$ cat src/include/gtim_consts.vh
// Constants for the general timer block with carrier gated output
`ifndef GTIM_CONSTS_VH
`define GTIM_CONSTS_VH
`define GTIM_MAIN_W 16
`define GTIM_COMP_W 8
`define GTIM_NCH 5
`define GTIM_PRE_W 8
`define GTIM_MODE_FREE 2'h0
`define GTIM_MODE_EVENT 2'h1
`define GTIM_MODE_STOP 2'h2
`define GTIM_EDGE_RISE 2'h1
`define GTIM_EDGE_FALL 2'h2
`define GTIM_EDGE_BOTH 2'h3
`define GTIM_ZERO16 16'h0000
`define GTIM_ZERO8 8'h00
`define GTIM_ZERO5 5'h00
`define GTIM_ZERO3 3'h0
`define GTIM_ZERO2 2'h0
`define GTIM_ONE8 8'h01
`define GTIM_ONE16 16'h0001
`endif

$ cat src/rtl/gtim_top.v
// Sixteen-bit timer, two companion timers and carrier gated output
// What this block does
// - 16-bit main counter works as free timer, event counter or PWM base
// - Main counter steps on programmable prescale in free mode, bounded by period
// - Five independent channels each compare own 16-bit value
// - Each channel selects PWM output or capture of counter on edge
// - Carrier gated mode: main counter counts companion timer 0 periods
// - Carrier gated mode: output is channel 0 PWM AND companion timer 0 output
// - Companion timers have own prescale and 8-bit period
// - Each companion timer has one 8-bit compare channel
// - Companion channel drives a PWM output
`timescale 1ns/1ps
`include "gtim_consts.vh"
module gtim_top (
    input wire ref_clk,
    input wire reset,
    input wire mainEnable,
    input wire [1:0] mainMode,
    input wire [`GTIM_PRE_W-1:0] mainPrescale,
    input wire [`GTIM_MAIN_W-1:0] mainPeriod,
    input wire eventIn,
    input wire carrierGatedOutputMode,
    input wire [`GTIM_NCH-1:0] chCapture,
    input wire [2*`GTIM_NCH-1:0] chEdge,
    input wire [`GTIM_NCH*`GTIM_MAIN_W-1:0] chCompare,
    input wire [`GTIM_NCH-1:0] chIn,
    input wire [1:0] compEnable,
    input wire [2*`GTIM_PRE_W-1:0] compPrescale,
    input wire [2*`GTIM_COMP_W-1:0] compPeriod,
    input wire [2*`GTIM_COMP_W-1:0] compCompare,
    output reg [`GTIM_MAIN_W-1:0] mainCount_r,
    output reg [`GTIM_NCH-1:0] chPwm_r,
    output reg [`GTIM_NCH*`GTIM_MAIN_W-1:0] chCaptured_r,
    output reg [`GTIM_NCH-1:0] chCaptureFlag_r,
    output reg [1:0] compPwm_r,
    output reg [2*`GTIM_COMP_W-1:0] compCount_r,
    output reg irOut_r
);
    reg [`GTIM_PRE_W-1:0] preCnt_r;
    reg [2:0] evSync_r;
    reg evSeen_r;
    reg [`GTIM_NCH-1:0] chS1_r;
    reg [`GTIM_NCH-1:0] chS2_r;
    reg [`GTIM_NCH-1:0] chS3_r;
    reg [`GTIM_NCH-1:0] chSeen_r;
    wire [1:0] compDone;
    wire [1:0] compPwm;
    wire [2*`GTIM_COMP_W-1:0] compCount;
    wire preTick;
    wire evEdge;
    reg mainTick;
    integer i;

    function edgeHit;
        input [1:0] sel;
        input prev;
        input cur;
        begin
            case (sel)
                `GTIM_EDGE_RISE: edgeHit = !prev && cur;
                `GTIM_EDGE_FALL: edgeHit = prev && !cur;
                `GTIM_EDGE_BOTH: edgeHit = prev != cur;
                default: edgeHit = 1'b0;
            endcase
        end
    endfunction

    genvar g;
    generate
        for (g = 0; g < 2; g = g + 1)
        begin : compGen
            gtim_comp_timer uComp (
                .ref_clk(ref_clk),
                .reset(reset),
                .enable(compEnable[g]),
                .prescale(compPrescale[g*`GTIM_PRE_W +: `GTIM_PRE_W]),
                .period(compPeriod[g*`GTIM_COMP_W +: `GTIM_COMP_W]),
                .compare(compCompare[g*`GTIM_COMP_W +: `GTIM_COMP_W]),
                .count_r(compCount[g*`GTIM_COMP_W +: `GTIM_COMP_W]),
                .pwmOut_r(compPwm[g]),
                .periodDone_r(compDone[g])
            );
        end
    endgenerate

    // Main prescaler tick
    assign preTick = preCnt_r == mainPrescale;
    // Stable event edge: stages two and three agree on a new high level
    assign evEdge = (evSync_r[1] == evSync_r[2]) && evSync_r[2] && !evSeen_r;

    // Source of main counter steps
    always @*
    begin
        mainTick = 1'b0;
        if (mainEnable)
        begin
            if (carrierGatedOutputMode)
                mainTick = compDone[0];
            else
            begin
                case (mainMode)
                    `GTIM_MODE_FREE: mainTick = preTick;
                    `GTIM_MODE_EVENT: mainTick = evEdge;
                    default: mainTick = 1'b0;
                endcase
            end
        end
    end

    // Event pin synchroniser
    always @(posedge ref_clk)
    begin
        if (reset)
        begin
            evSync_r <= `GTIM_ZERO3;
            evSeen_r <= 1'b0;
        end
        else
        begin
            evSync_r <= {evSync_r[1:0], eventIn};
            if (evSync_r[1] == evSync_r[2])
                evSeen_r <= evSync_r[2];
        end
    end

    // Main prescaler and counter
    always @(posedge ref_clk)
    begin
        if (reset)
        begin
            preCnt_r <= `GTIM_ZERO8;
            mainCount_r <= `GTIM_ZERO16;
        end
        else
        begin
            if (!mainEnable || preTick)
                preCnt_r <= `GTIM_ZERO8;
            else
                preCnt_r <= preCnt_r + `GTIM_ONE8;
            if (mainTick)
            begin
                if (mainCount_r >= mainPeriod)
                    mainCount_r <= `GTIM_ZERO16;
                else
                    mainCount_r <= mainCount_r + `GTIM_ONE16;
            end
        end
    end

    // Capture pin synchronisers
    always @(posedge ref_clk)
    begin
        if (reset)
        begin
            chS1_r <= `GTIM_ZERO5;
            chS2_r <= `GTIM_ZERO5;
            chS3_r <= `GTIM_ZERO5;
        end
        else
        begin
            chS1_r <= chIn;
            chS2_r <= chS1_r;
            chS3_r <= chS2_r;
        end
    end

    // Channels: compare for PWM or capture on edge
    always @(posedge ref_clk)
    begin
        if (reset)
        begin
            chSeen_r <= `GTIM_ZERO5;
            chPwm_r <= `GTIM_ZERO5;
            chCaptured_r <= {`GTIM_NCH{`GTIM_ZERO16}};
            chCaptureFlag_r <= `GTIM_ZERO5;
        end
        else
        begin
            for (i = 0; i < `GTIM_NCH; i = i + 1)
            begin
                chCaptureFlag_r[i] <= 1'b0;
                if (chS2_r[i] == chS3_r[i])
                    chSeen_r[i] <= chS3_r[i];
                if (chCapture[i])
                begin
                    chPwm_r[i] <= 1'b0;
                    if (chS2_r[i] == chS3_r[i] &&
                        edgeHit(chEdge[2*i +: 2], chSeen_r[i], chS3_r[i]))
                    begin
                        chCaptured_r[i*`GTIM_MAIN_W +: `GTIM_MAIN_W] <=
                            mainCount_r;
                        chCaptureFlag_r[i] <= 1'b1;
                    end
                end
                else
                    chPwm_r[i] <= mainEnable && (mainCount_r <
                        chCompare[i*`GTIM_MAIN_W +: `GTIM_MAIN_W]);
            end
        end
    end

    // Companion outputs and carrier gated output
    always @(posedge ref_clk)
    begin
        if (reset)
        begin
            compPwm_r <= `GTIM_ZERO2;
            compCount_r <= {2{`GTIM_ZERO8}};
            irOut_r <= 1'b0;
        end
        else
        begin
            compPwm_r <= compPwm;
            compCount_r <= compCount;
            irOut_r <= carrierGatedOutputMode && chPwm_r[0] &&
                compPwm[0];
        end
    end
endmodule // gtim_top

$ cat src/rtl/gtim_comp_timer.v
// Eight-bit companion timer with one compare channel
`timescale 1ns/1ps
`include "gtim_consts.vh"
module gtim_comp_timer (
    input wire ref_clk,
    input wire reset,
    input wire enable,
    input wire [`GTIM_PRE_W-1:0] prescale,
    input wire [`GTIM_COMP_W-1:0] period,
    input wire [`GTIM_COMP_W-1:0] compare,
    output reg [`GTIM_COMP_W-1:0] count_r,
    output reg pwmOut_r,
    output reg periodDone_r
);
    reg [`GTIM_PRE_W-1:0] preCnt_r;
    wire tick;
    assign tick = enable && (preCnt_r == prescale);
    always @(posedge ref_clk)
    begin
        if (reset)
        begin
            preCnt_r <= `GTIM_ZERO8;
            count_r <= `GTIM_ZERO8;
            pwmOut_r <= 1'b0;
            periodDone_r <= 1'b0;
        end
        else
        begin
            periodDone_r <= 1'b0;
            if (!enable || tick)
                preCnt_r <= `GTIM_ZERO8;
            else
                preCnt_r <= preCnt_r + `GTIM_ONE8;
            if (tick)
            begin
                if (count_r >= period)
                begin
                    count_r <= `GTIM_ZERO8;
                    periodDone_r <= 1'b1;
                end
                else
                    count_r <= count_r + `GTIM_ONE8;
            end
            pwmOut_r <= enable && (count_r < compare);
        end
    end
endmodule // gtim_comp_timer

$ cat config.mk
export PLATFORM = sky130hd
export DESIGN_NAME = gtim_top
export DESIGN_NICKNAME = d
export VERILOG_FILES = /design/src/rtl/gtim_top.v /design/src/rtl/gtim_comp_timer.v
export VERILOG_INCLUDE_DIRS = /design/src /design/src/include
export SDC_FILE = /design/constraint.sdc
export NUM_CORES = 1
export LEC_CHECK = 0
export BUFFER_PORTS_ARGS = -buffer_cell sky130_fd_sc_hd__buf_4
export CORE_ASPECT_RATIO = 0.75
export CORE_UTILIZATION = 40
export DETAILED_ROUTE_END_ITERATION = 6
export RECOVER_POWER = 50
export REMOVE_ABC_BUFFERS = 1
export SYNTH_ARGS = -nofsm -noshare
export SYNTH_HDL_FRONTEND = slang
export SYNTH_SLANG_ARGS = --single-unit
$ cat constraint.sdc
create_clock -name ref_clk -period 3.36 [get_ports ref_clk]
set_clock_uncertainty 0.1 [all_clocks]
set_input_delay 0.672 -clock ref_clk [delete_from_list [all_inputs] [get_ports ref_clk]]
set_output_delay 0.672 -clock ref_clk [all_outputs]
set_load 0.05 [all_outputs]
Yosys cells after proc, flatten, opt, wreduce, memory -nomap -nowiden

Cells that the tools add are included.

Register bits: 192
Bits of input ports: 181
Output and inout bits: 125

Add/subtract/negate cells: 6
Magnitude comparators: 10
Equal/unequal tests: 30
Mux-type cells: 27
Bitwise gates (word level): 6
Reductions and logical operators: 65

Operators with widths:

| operator                                      | number |
|---|---|
| < comparator 16 bit                           | 5 |
| adder 8 x 1 -> 8 bit, second input constant   | 5 |
| logical AND 1 bit                             | 28 |
| OR reduction 2 bit                            | 14 |
| == test 8 bit                                 | 3 |
| == test 2 bit, second input constant          | 10 |
| 2-to-1 mux 1 bit                              | 18 |
| adder 16 x 1 -> 16 bit, second input constant | 1 |
| greater-or-equal comparator 16 bit            | 1 |
| greater-or-equal comparator 8 bit             | 2 |
| < comparator 8 bit                            | 2 |
| 2-to-1 mux 16 bit                             | 1 |
| 2-to-1 mux 8 bit                              | 2 |
| case mux 1 bit (3 select lines)               | 5 |
| logical NOT 1 bit                             | 14 |
| == test 2 x 1 -> 1 bit, second input constant | 6 |
| AND reduction 2 bit                           | 5 |
| == test 1 bit                                 | 6 |
| inverter 1 bit                                | 6 |
| != test 1 bit                                 | 5 |
| logical OR 1 bit                              | 3 |
| logical NOT 2 bit                             | 1 |
| case mux 1 bit (2 select lines)               | 1 |

Logic depth before layout (Yosys ltp)

Gate-level depths: netlist (run 1).

Depth after elaboration: 7
Depth in mapped cells: 10
Gate-level depth less buffers: 8

Hierarchy

Synthesis (run 1) repeated with hierarchy kept, for this count alone.

Cell total of the unflattened synthesis: 1204
Area total of the unflattened synthesis: 10695.3 µm²

By module, submodules not included:

| module          | instances | cells an instance | area an instance (µm²) | seq. area each (µm²) |
|---|---|---|---|---|
| gtim_top        | 1         | 910               | 8207.9                 | 3143.0 |
| gtim_comp_timer | 2         | 147               | 1243.7                 | 360.3 |

Worst setup path after synthesis (run 1)

OpenSTA, ideal clock, no wires.

Path type: register to register
Start point: reg mainCount_r[0]
End point: reg mainCount_r[9]
Setup time: 59 ps
Arrival time: 2703 ps
Path slack: 498 ps
Cell stages (with the launch flop): 11
Cell sequence: dfxtp_1 > clkbuf_1 > inv_1 > ha_1 > nand2b_4 > a2111oi_4 > a2111oi_1 > a211o_2 > nor3_4 > buf_6 > a22o_1

Word-level cells in the longest chain between the ends: 2
Elaborated cells between the ends (all ways): 3
Those cells by class: add/sub (1); order compare (1); mux (1)

Ends and longest elaborated chain:

| item                                                                                                 | line           | RTL |
|---|---|---|
| start: declaration                                                                                   | gtim_top.v:31  | `` output reg [`GTIM_MAIN_W-1:0] mainCount_r, `` |
| start signal: assignment                                                                             | gtim_top.v:132 | `` mainCount_r <= `GTIM_ZERO16; `` |
| start signal: assignment                                                                             | gtim_top.v:143 | `` mainCount_r <= `GTIM_ZERO16; `` |
| start signal: assignment                                                                             | gtim_top.v:145 | `` mainCount_r <= mainCount_r + `GTIM_ONE16; `` |
| adder 16 x 1 -> 16 bit (no source line) / greater-or-equal comparator 16 bit (equally long branches) | -              |  |
| 2-to-1 mux 16 bit *                                                                                  | gtim_top.v:142 | `if (mainCount_r >= mainPeriod)` |

Mark *: on every way between the ends. The rest lies on a longest branch, timed or not.
A chain may end at the register's enable or synchronous reset.

Final worst setup path (run 1)

Start point: in reset
End point: reg preCnt_r[5]

Word-level cells in the longest chain between the ends: 1

Ends and longest elaborated chain:

| item                                | line           | RTL |
|---|---|---|
| start: declaration                  | gtim_top.v:16  | `input wire reset,` |
| OR reduction 2 bit (no source line) | -              |  |
| end signal: assignment              | gtim_top.v:131 | `` preCnt_r <= `GTIM_ZERO8; `` |
| end signal: assignment              | gtim_top.v:137 | `` preCnt_r <= `GTIM_ZERO8; `` |
| end signal: assignment              | gtim_top.v:139 | `` preCnt_r <= preCnt_r + `GTIM_ONE8; `` |
| end: declaration                    | gtim_top.v:39  | `` reg [`GTIM_PRE_W-1:0] preCnt_r; `` |

Every way passes these cells.

==> results.ini, run 1 <==
[run_status]
status = finished with violations
violations = max-capacitance violations, max-slew violations

[logic_synthesis]
syn-cell-area_um2 = 10500
syn_avg_cell_area_um2 = 8.93
synthCells = 1173
synth-edff-count = 0
synth_top_area_share_pct = 36.7
ys_warn_count = 0
ys_types = 54
synthTopCellsByArea = dfxtp_1, ha_1, mux2i_1
ys_seq_elements = 192
yosysSeqAreaShare_pct = 36.7
yosys.area.top_type = dfxtp_1
synthFlopType = dfxtp_1
ys_async_sr_fraction_pct = 0

[sta]
tightest_slew_ns = 2.12
rsz0062_at_grt = false
period_needed_ns = 2.86
max_freq_mhz = 350
setup_viol_count_final = 0
post-route-period-util_pct = 85.0
fin_tns_setup_ns = 0
timing.slew.headroom_pct = -41.2
slew_viol_final = 138
final_hold_viol_count = 0

[finish]
final_cell_mix = buf_4, dfxtp_1, inv_1
drive_above_1_share_pct = 19.0
diodes = 0
syn2layout_area_growth_pct = 28.1
layout_commonest_cell = buf_4
final_nets = 1800
finish.instance_area_um2 = 13400

[die]
rows = 50
core_um2 = 25300
io_pins = 306
die_y_um = 142
initial_core_util_pct = 41.4
die_x_um = 189
fp.dieArea_um2 = 26900

[global_routing]
grtUsageTotal_pct = 21.5
antenna_found_initial = 0
grt_max_degree = 100
grt_pass1_vias = 8453
gr-total-overflow = 0
grt_pass1_wl_mm = 45.1

[run]
drv_cap = 2

[power_and_ir_drop]
p_per_area_nw_per_um2 = 356
fin_total_pwr_w = 0.00478
ir_drop_uv = 341
p_leak_nw = 6.28

[worst_setup_path]
required_ns = 3.58
slowest_stage = clkbuf_1
critPathMaxStageDelay_ns = 1.33
arrival_ns = 3.07
critPathMaxFanout = 37
startpoint_type = input port
crit_family = buffers and inverters
crit_top_cell = nand2b_1
crit_chain = buf_4, clkbuf_1, nand2b_1, nand2b_1, nor2_1
cp_num_buf_inv = 2
path_class = in -> reg
setup.worst_path.end_class = flip-flop

[drt]
ant_nets = 0
drt_first_iter_violations = 327
avgViaCountPerCell = 4.79
avgRoutedWirePerCell_um = 15.7
via_count = 8776
drc = 0
wirelength_mm = 28.8
drt_first_pass_iters = 4

[placement]
dp_hpwl_mm = 21.9
placed_area_um2 = 13200
place.gp.congestion = 0.879
numPortBuffers = 305

[clock_network]
path_clk_slew_ns = 0.08
clock_path_buffers = 2
post_cts_resized = 0
htree_num_levels = 4
cts_hold_buf = 0
cts_num_sinks = 192
clk_latency_ns = 0.44
root_buffer = clkbuf_16
cts-buffers-inserted = 17
cts_setup_buffers = 0
cts_tree = done

[min_path]
hold_class = in -> reg

stage by stage:
step | hold WS (ns) | utilization, % | worst slack, ns | cells
after detailed placement | 0.324 | 52.2 | 0.284 | 1800
after global placement | 0.317 | 52.2 | 0.324 | 1800
final | 0.339 | 53.0 | 0.503 | 1832
after CTS | 0.323 | 54.5 | 0.699 | 1832
after floorplan | 0.314 | - | 0.453 | 1134
after global routing | 0.330 | 53.0 | 0.336 | 1832
power by group:
group          internal, W  switching, W  total [W]
Clock              0.00107      0.000971    0.00204
Sequential         0.00229     0.0000132    0.00231
Combinational     0.000226      0.000210   0.000435
Total              0.00359       0.00119    0.00478
flip-flops by register name, indices dropped and copies added (netlist names), 3 cells and up:
signal / count
compGen.uComp.preCnt_r: 16
chCaptured_r: 80
chS3_r: 5
compCount_r: 16
mainCount_r: 16
compGen.uComp.count_r: 16
chS1_r: 5
chCaptureFlag_r: 5
chS2_r: 5
chPwm_r: 5
chSeen_r: 5
preCnt_r: 8
evSync_r: 3
final cells by class:
cell class	instances	area, um^2
fill	2474	11900
clock buffer	18	439
multi-input combinational	791	5910
clock inverter	14	148
sequential	192	3840
timing repair buffer	328	2090
inverter	151	567
tap	338	423
cells by family (layout without fill, tap and decap cells):
| kind of cell | count (synthesis) | after routing | share of synthesized area [%] |
|---|---|---|---|
| AOI/OAI and AO/OA | 154 | 154 | 9.86 |
| and+or+nand+nor | 349 | 349 | 16.4 |
| DFF | 192 | 192 | 36.7 |
| xor gates and xnor gates | 61 | 61 | 5.10 |
| buffers and inverters | 190 | 511 | 7.00 |
| adders and majority gates | 138 | 138 | 16.5 |
| muxes | 89 | 89 | 8.51 |
path summary, 6_finish.rpt:
kind | from | cells past startpoint | slack (ns) | endpoint
worst max register to register | mainCount_r[0] | 8 | 0.68 | mainCount_r[0]
worst min-delay path | chIn[4] | 2 | 0.34 | chS1_r[4]
worst max-delay path | reset | 5 | 0.50 | preCnt_r[5]
worst min register to register | chS1_r[4] | 1 | 0.34 | chS2_r[4]
synthesized netlist by cell type, drive strengths merged (2+ instances only):
cell     number
a2111oi       2
clkbuf       30
nor2        156
xnor2        23
nor3         21
o21ai        37
o21bai        4
a211oi       14
nor4         10
and4          2
a21o         13
nand2b       16
xor2         38
nand3        41
a21boi        2
nand3b        2
o21a          3
a22o         15
ha          138
o211ai        5
mux2i        88
inv         151
buf           9
nand4         5
nand2        41
nor3b         2
nor2b        40
a21oi        43
o2111ai      10
dfxtp       192
and3         12
per-layer routing:
metal	global-route usage, %	share of wire, %	vias up
met5	0	0	-
met2	35.6	45	207
li1	-	-	4554
met1	28.3	49	3994
met4	5.01	1.1	0
met3	5.18	5.3	21
Note: power is estimated with default switching activity, not from simulation.
==> inputs of run 2 (changes only) <==
--- a/config.mk
+++ b/config.mk
@@ -6,6 +6,7 @@
 export SDC_FILE = /design/constraint.sdc
 export NUM_CORES = 1
 export LEC_CHECK = 0
+export ABC_AREA = 1
 export BUFFER_PORTS_ARGS = -buffer_cell sky130_fd_sc_hd__buf_4
 export CORE_ASPECT_RATIO = 0.75
 export CORE_UTILIZATION = 40
==> results.ini, run 2 <==
[worst_setup_path]
path_class = in -> reg
setup.worst_path.end_class = flip-flop
startpoint_type = input port
required_ns = 3.58
arrival_ns = 3.04
crit_start = reset
critPathMaxFanout = 40
rr_startpoint = mainCount_r[10]

[power_and_ir_drop]
p_leak_nw = 7.00
p_per_area_nw_per_um2 = 372
ir_drop_uv = 328

[clock_network]
clk_latency_ns = 0.44
cts-buffers-inserted = 17
cts_setup_buffers = 0
clock_path_buffers = 2
cts_hold_buf = 0
cts_num_sinks = 192
htree_num_levels = 4
post_cts_resized = 0
path_clk_slew_ns = 0.07
cts_tree = done
root_buffer = clkbuf_16

[finish]
num-fill-cells = 2683
instances_no_fill = 2150
regMostFlops = chCaptured_r
largest_reg_flops = 80
syn2layout_area_growth_pct = 26.9
final_cell_mix = inv_1, nand2_1, buf_4
final_nets = 2111
layout_commonest_cell = inv_1
drive_above_1_share_pct = 16.7

[run_status]
status = finished clean

[drt]
via_count = 10298
drt_first_pass_iters = 7
wirelength_mm = 33.3
ant_nets = 0
avgViaCountPerCell = 4.79
drt_first_iter_violations = 515
drc = 0
avgRoutedWirePerCell_um = 15.5

[die]
die_y_um = 145
die_x_um = 192
rows = 51
fp.dieArea_um2 = 27800
core_um2 = 26300
io_pins = 306
initial_core_util_pct = 41.3

[placement]
numPortBuffers = 305
place.gp.congestion = 0.895
dp_hpwl_mm = 25.5
placed_cells = 2117

[global_routing]
grtUsageTotal_pct = 24.0
grt_max_degree = 50
grt_pass1_vias = 9630
grt_pass1_wl_mm = 51.3
gr-total-overflow = 0
antenna_found_initial = 1

[logic_synthesis]
synth_top_area_share_pct = 35.4
yosys-top-cells-count = inv_1, nand2_1, dfxtp_1
synth_most_common_cell = inv_1
ys_warn_count = 0
ys_types = 40
ys_seq_elements = 192
synth-edff-count = 0
yosys.area.top_type = dfxtp_1
syn-cell-area_um2 = 10900
syn_avg_cell_area_um2 = 7.28
synthCells = 1490
synthFlopType = dfxtp_1
yosysSeqAreaShare_pct = 35.4
ys_async_sr_fraction_pct = 0
synthTopCellsByArea = dfxtp_1, ha_1, inv_1

[sta]
setup_viol_count_final = 0
final_hold_viol_count = 0
fin_tns_setup_ns = 0
slew_viol_final = 0
timing.slew.headroom_pct = 23.6
max_freq_mhz = 355
tightest_slew_ns = 1.15
post-route-period-util_pct = 83.9
period_needed_ns = 2.82
rsz0062_at_grt = false

[run]
drv_cap = 0

[min_path]
hold_start = evSync_r[0]
hold_class = reg -> reg

==> run 2: changes by cell type in the layout (fill, tap and decap cells not counted), sizes merged, moves of 15 or more <==
cell	change
a21oi	+105
a22o	-15
inv	+119
mux2i	-88
nand2	+200
nand2b	-16
nand3	+22
nand4	+18
nor2	+32
nor2b	-40
o21ai	+66
==> run 2: per-stage QoR <==
step / hold slack, ns / total power, W / setup slack, ns / cell area [um^2] / util (%)
after floorplan: 0.288 / 0.00278 / 0.650 / 10700 / -
after global placement: 0.292 / 0.00310 / 0.950 / 13500 / 51.4
after detailed placement: 0.295 / 0.00311 / 0.878 / 13500 / 51.4
after CTS: 0.306 / 0.00522 / 0.947 / 14100 / 53.7
after global routing: 0.323 / 0.00536 / 0.353 / 13800 / 52.4
final: 0.304 / 0.00513 / 0.539 / 13800 / 52.4
==> run 2: worst max-delay path, stage by stage <==
cell and delay (ns):
clkbuf_1 0.61, inv_1 0.56, clkbuf_2 0.61, nand3_1 0.47, nor3b_1 0.08
==> run 2: routing by layer <==
layer	vias to the layer above	track usage, %	share of wire (%)
li1	5374	-	-
met1	4573	32.6	47
met2	322	36.4	42
met3	29	8.06	9.7
met4	0	5.80	1.2
met5	-	0	0
==> run 2: kinds of logic after synthesis <==
family / share of synthesized area (%)
AOI/OAI and AO/OA: 12.7
DFF: 35.4
adders and majority gates: 15.9
muxes: 0.519
and+or+nand+nor: 21.4
xor gates and xnor gates: 2.99
buffers and inverters: 11.1
==> run 2: path summary, 6_finish.rpt <==
check                                       to  slack, ns  depth (start not counted)
hold / removal                     evSync_r[1]       0.30                          2
setup / recovery  compGen[1].uComp.preCnt_r[3]       0.54                          5
hold reg to reg                    evSync_r[1]       0.30                          2
setup reg to reg                mainCount_r[3]       0.92                          8
==> run 2: where the power goes <==
group	switching, W	internal (W)	total (W)
registers	0.0000296	0.00233	0.00236
logic	0.000403	0.000263	0.000666
clock network	0.000986	0.00112	0.00210
==> run 2: final cells by class <==
cell class	count	area [um^2]	area share [%]
clock buffer	20	467	3.39
antenna	1	2.50	0.0182
tap	344	430	3.12
clock inverter	12	141	1.03
sequential	192	3840	27.9
timing repair buffer	319	2070	15.1
inverter	270	1020	7.38
multi-input combinational	992	5800	42.1
==> inputs of run 3 (changes only) <==
--- a/config.mk
+++ b/config.mk
@@ -11,6 +11,7 @@
 export CORE_ASPECT_RATIO = 0.75
 export CORE_UTILIZATION = 40
 export DETAILED_ROUTE_END_ITERATION = 6
+export PLACE_DENSITY = 0.66
 export RECOVER_POWER = 50
 export REMOVE_ABC_BUFFERS = 1
 export SYNTH_ARGS = -nofsm -noshare
==> constraint.sdc (replaced) <==
create_clock -name ref_clk -period 2.3 [get_ports ref_clk]
set_clock_uncertainty 0.1 [all_clocks]
set_input_delay 0.46 -clock ref_clk [delete_from_list [all_inputs] [get_ports ref_clk]]
set_output_delay 0.46 -clock ref_clk [all_outputs]
set_load 0.05 [all_outputs]
==> results.ini, run 3 (same netlist as run 2, synthesis figures left out) <==
[die]
fp.dieArea_um2 = 27800
rows = 51
initial_core_util_pct = 41.3
die_y_um = 145
io_pins = 306
die_x_um = 192
core_um2 = 26300

[clock_network]
cts_hold_buf = 0
path_clk_slew_ns = 0.07
cts_setup_buffers = 0
post_cts_resized = 0
root_buffer = clkbuf_16
htree_num_levels = 4
cts-buffers-inserted = 17
cts_num_sinks = 192
cts_tree = done
clk_latency_ns = 0.44
clock_path_buffers = 2

[worst_setup_path]
startpoint_type = flip-flop
critPathMaxFanout = 10
setup.worst_path.end_class = flip-flop
path_class = reg -> reg
critPathMaxStageDelay_ns = 0.53
slowest_stage = dfxtp_1
crit_chain = ha_1, a21oi_1, nand2_1, nand2_1, nand2_1, nand2_1, nand2_2, nor2_1, nand3_1, a21oi_1
required_ns = 2.55
arrival_ns = 2.29
crit_top_cell = nand2_1

[sta]
slew_viol_final = 0
rsz0062_at_grt = false
tightest_slew_ns = 1.26
timing.slew.headroom_pct = 16.3
hold_ws_ns = 0.127
post-route-period-util_pct = 88.7
final_hold_viol_count = 0
setup_viol_count_final = 0
period_needed_ns = 2.04
max_freq_mhz = 490

[placement]
dp_hpwl_mm = 25.3
place.gp.congestion = 0.877
placed_cells = 2135
numPortBuffers = 305

[drt]
drc = 0
via_count = 10422
avgRoutedWirePerCell_um = 15.0
drt_first_iter_violations = 600
drt_first_pass_iters = 5
ant_nets = 0
avgViaCountPerCell = 4.81
wirelength_mm = 32.4

[global_routing]
grtUsageTotal_pct = 23.1
met2_usage_pct = 36.7
gr-total-overflow = 0
use_met3_pct = 5.61
grt_pass1_vias = 9631
grtUsageMet1_pct = 31.4
grt_max_degree = 54
antenna_found_initial = 2
grt-busiest-layer = met2
grt_pass1_wl_mm = 49.7

[run_status]
status = finished clean

[power_and_ir_drop]
ir_drop_uv = 397
p_per_area_nw_per_um2 = 539
p_leak_nw = 6.99

[finish]
largest_reg_flops = 80
regMostFlops = chCaptured_r
final_cell_mix = inv_1, nand2_1, buf_4
num-fill-cells = 2616
final_nets = 2129
syn2layout_area_growth_pct = 27.6
diodes = 0
layout_commonest_cell = inv_1
instances_no_fill = 2167
drive_above_1_share_pct = 16.6

[run]
drv_cap = 0

[min_path]
hold_class = in -> reg

==> run 3: worst paths after layout <==
kind                        from         endpoint  slack, ns  cells after the start
setup / recovery  mainCount_r[3]  mainCount_r[15]       0.26                     10
hold / removal           chIn[3]        chS1_r[3]       0.13                      3
setup reg to reg  mainCount_r[3]  mainCount_r[15]       0.26                     10
hold reg to reg        chS1_r[1]        chS2_r[1]       0.30                      2
==> run 3: layer usage <==
metal,wire length [um],share of wire (%),vias to the layer above
li1,-,-,5408
met1,15300,47,4647
met2,14100,43,335
met3,2670,8.2,28
met4,329,1.0,4
met5,34,0.10,-
==> run 3: cell type report <==
class                           instances  area [um^2]  area share (%)
Multi-Input combinational cell        992         5800            41.9
Sequential cell                       192         3840            27.8
Timing Repair Buffer                  337         2150            15.5
Inverter                              270         1020            7.34
Clock buffer                           19          453            3.27
Tap cell                              344          430            3.11
Clock inverter                         13          145            1.05
==> run 3: power by group <==
| part | total, W | switching, W | internal, W |
|---|---|---|---|
| Sequential | 0.00345 | 0.0000434 | 0.00340 |
| Combinational | 0.000972 | 0.000592 | 0.000380 |
| Clock | 0.00305 | 0.00145 | 0.00160 |
==> run 3: per-stage QoR <==
step	utilization (%)	instance area, um^2	total power (W)	worst slack, ns	TNS, ns
floorplan	-	10700	0.00406	-0.198	-2.85
global placement	52.0	13700	0.00454	0.180	0
detailed placement	52.0	13700	0.00456	0.134	0
CTS	54.2	14300	0.00762	0.274	0
global route	52.7	13800	0.00779	0.0230	0
finish	52.7	13800	0.00747	0.261	0
==> run 3: worst max-delay path, delay by kind of cell (launching register included) <==
kind / cells / cell delay, ns
compound gates: 2 / 0.32
simple gates: 7 / 0.68
fa+ha+maj: 1 / 0.33
flops: 1 / 0.53
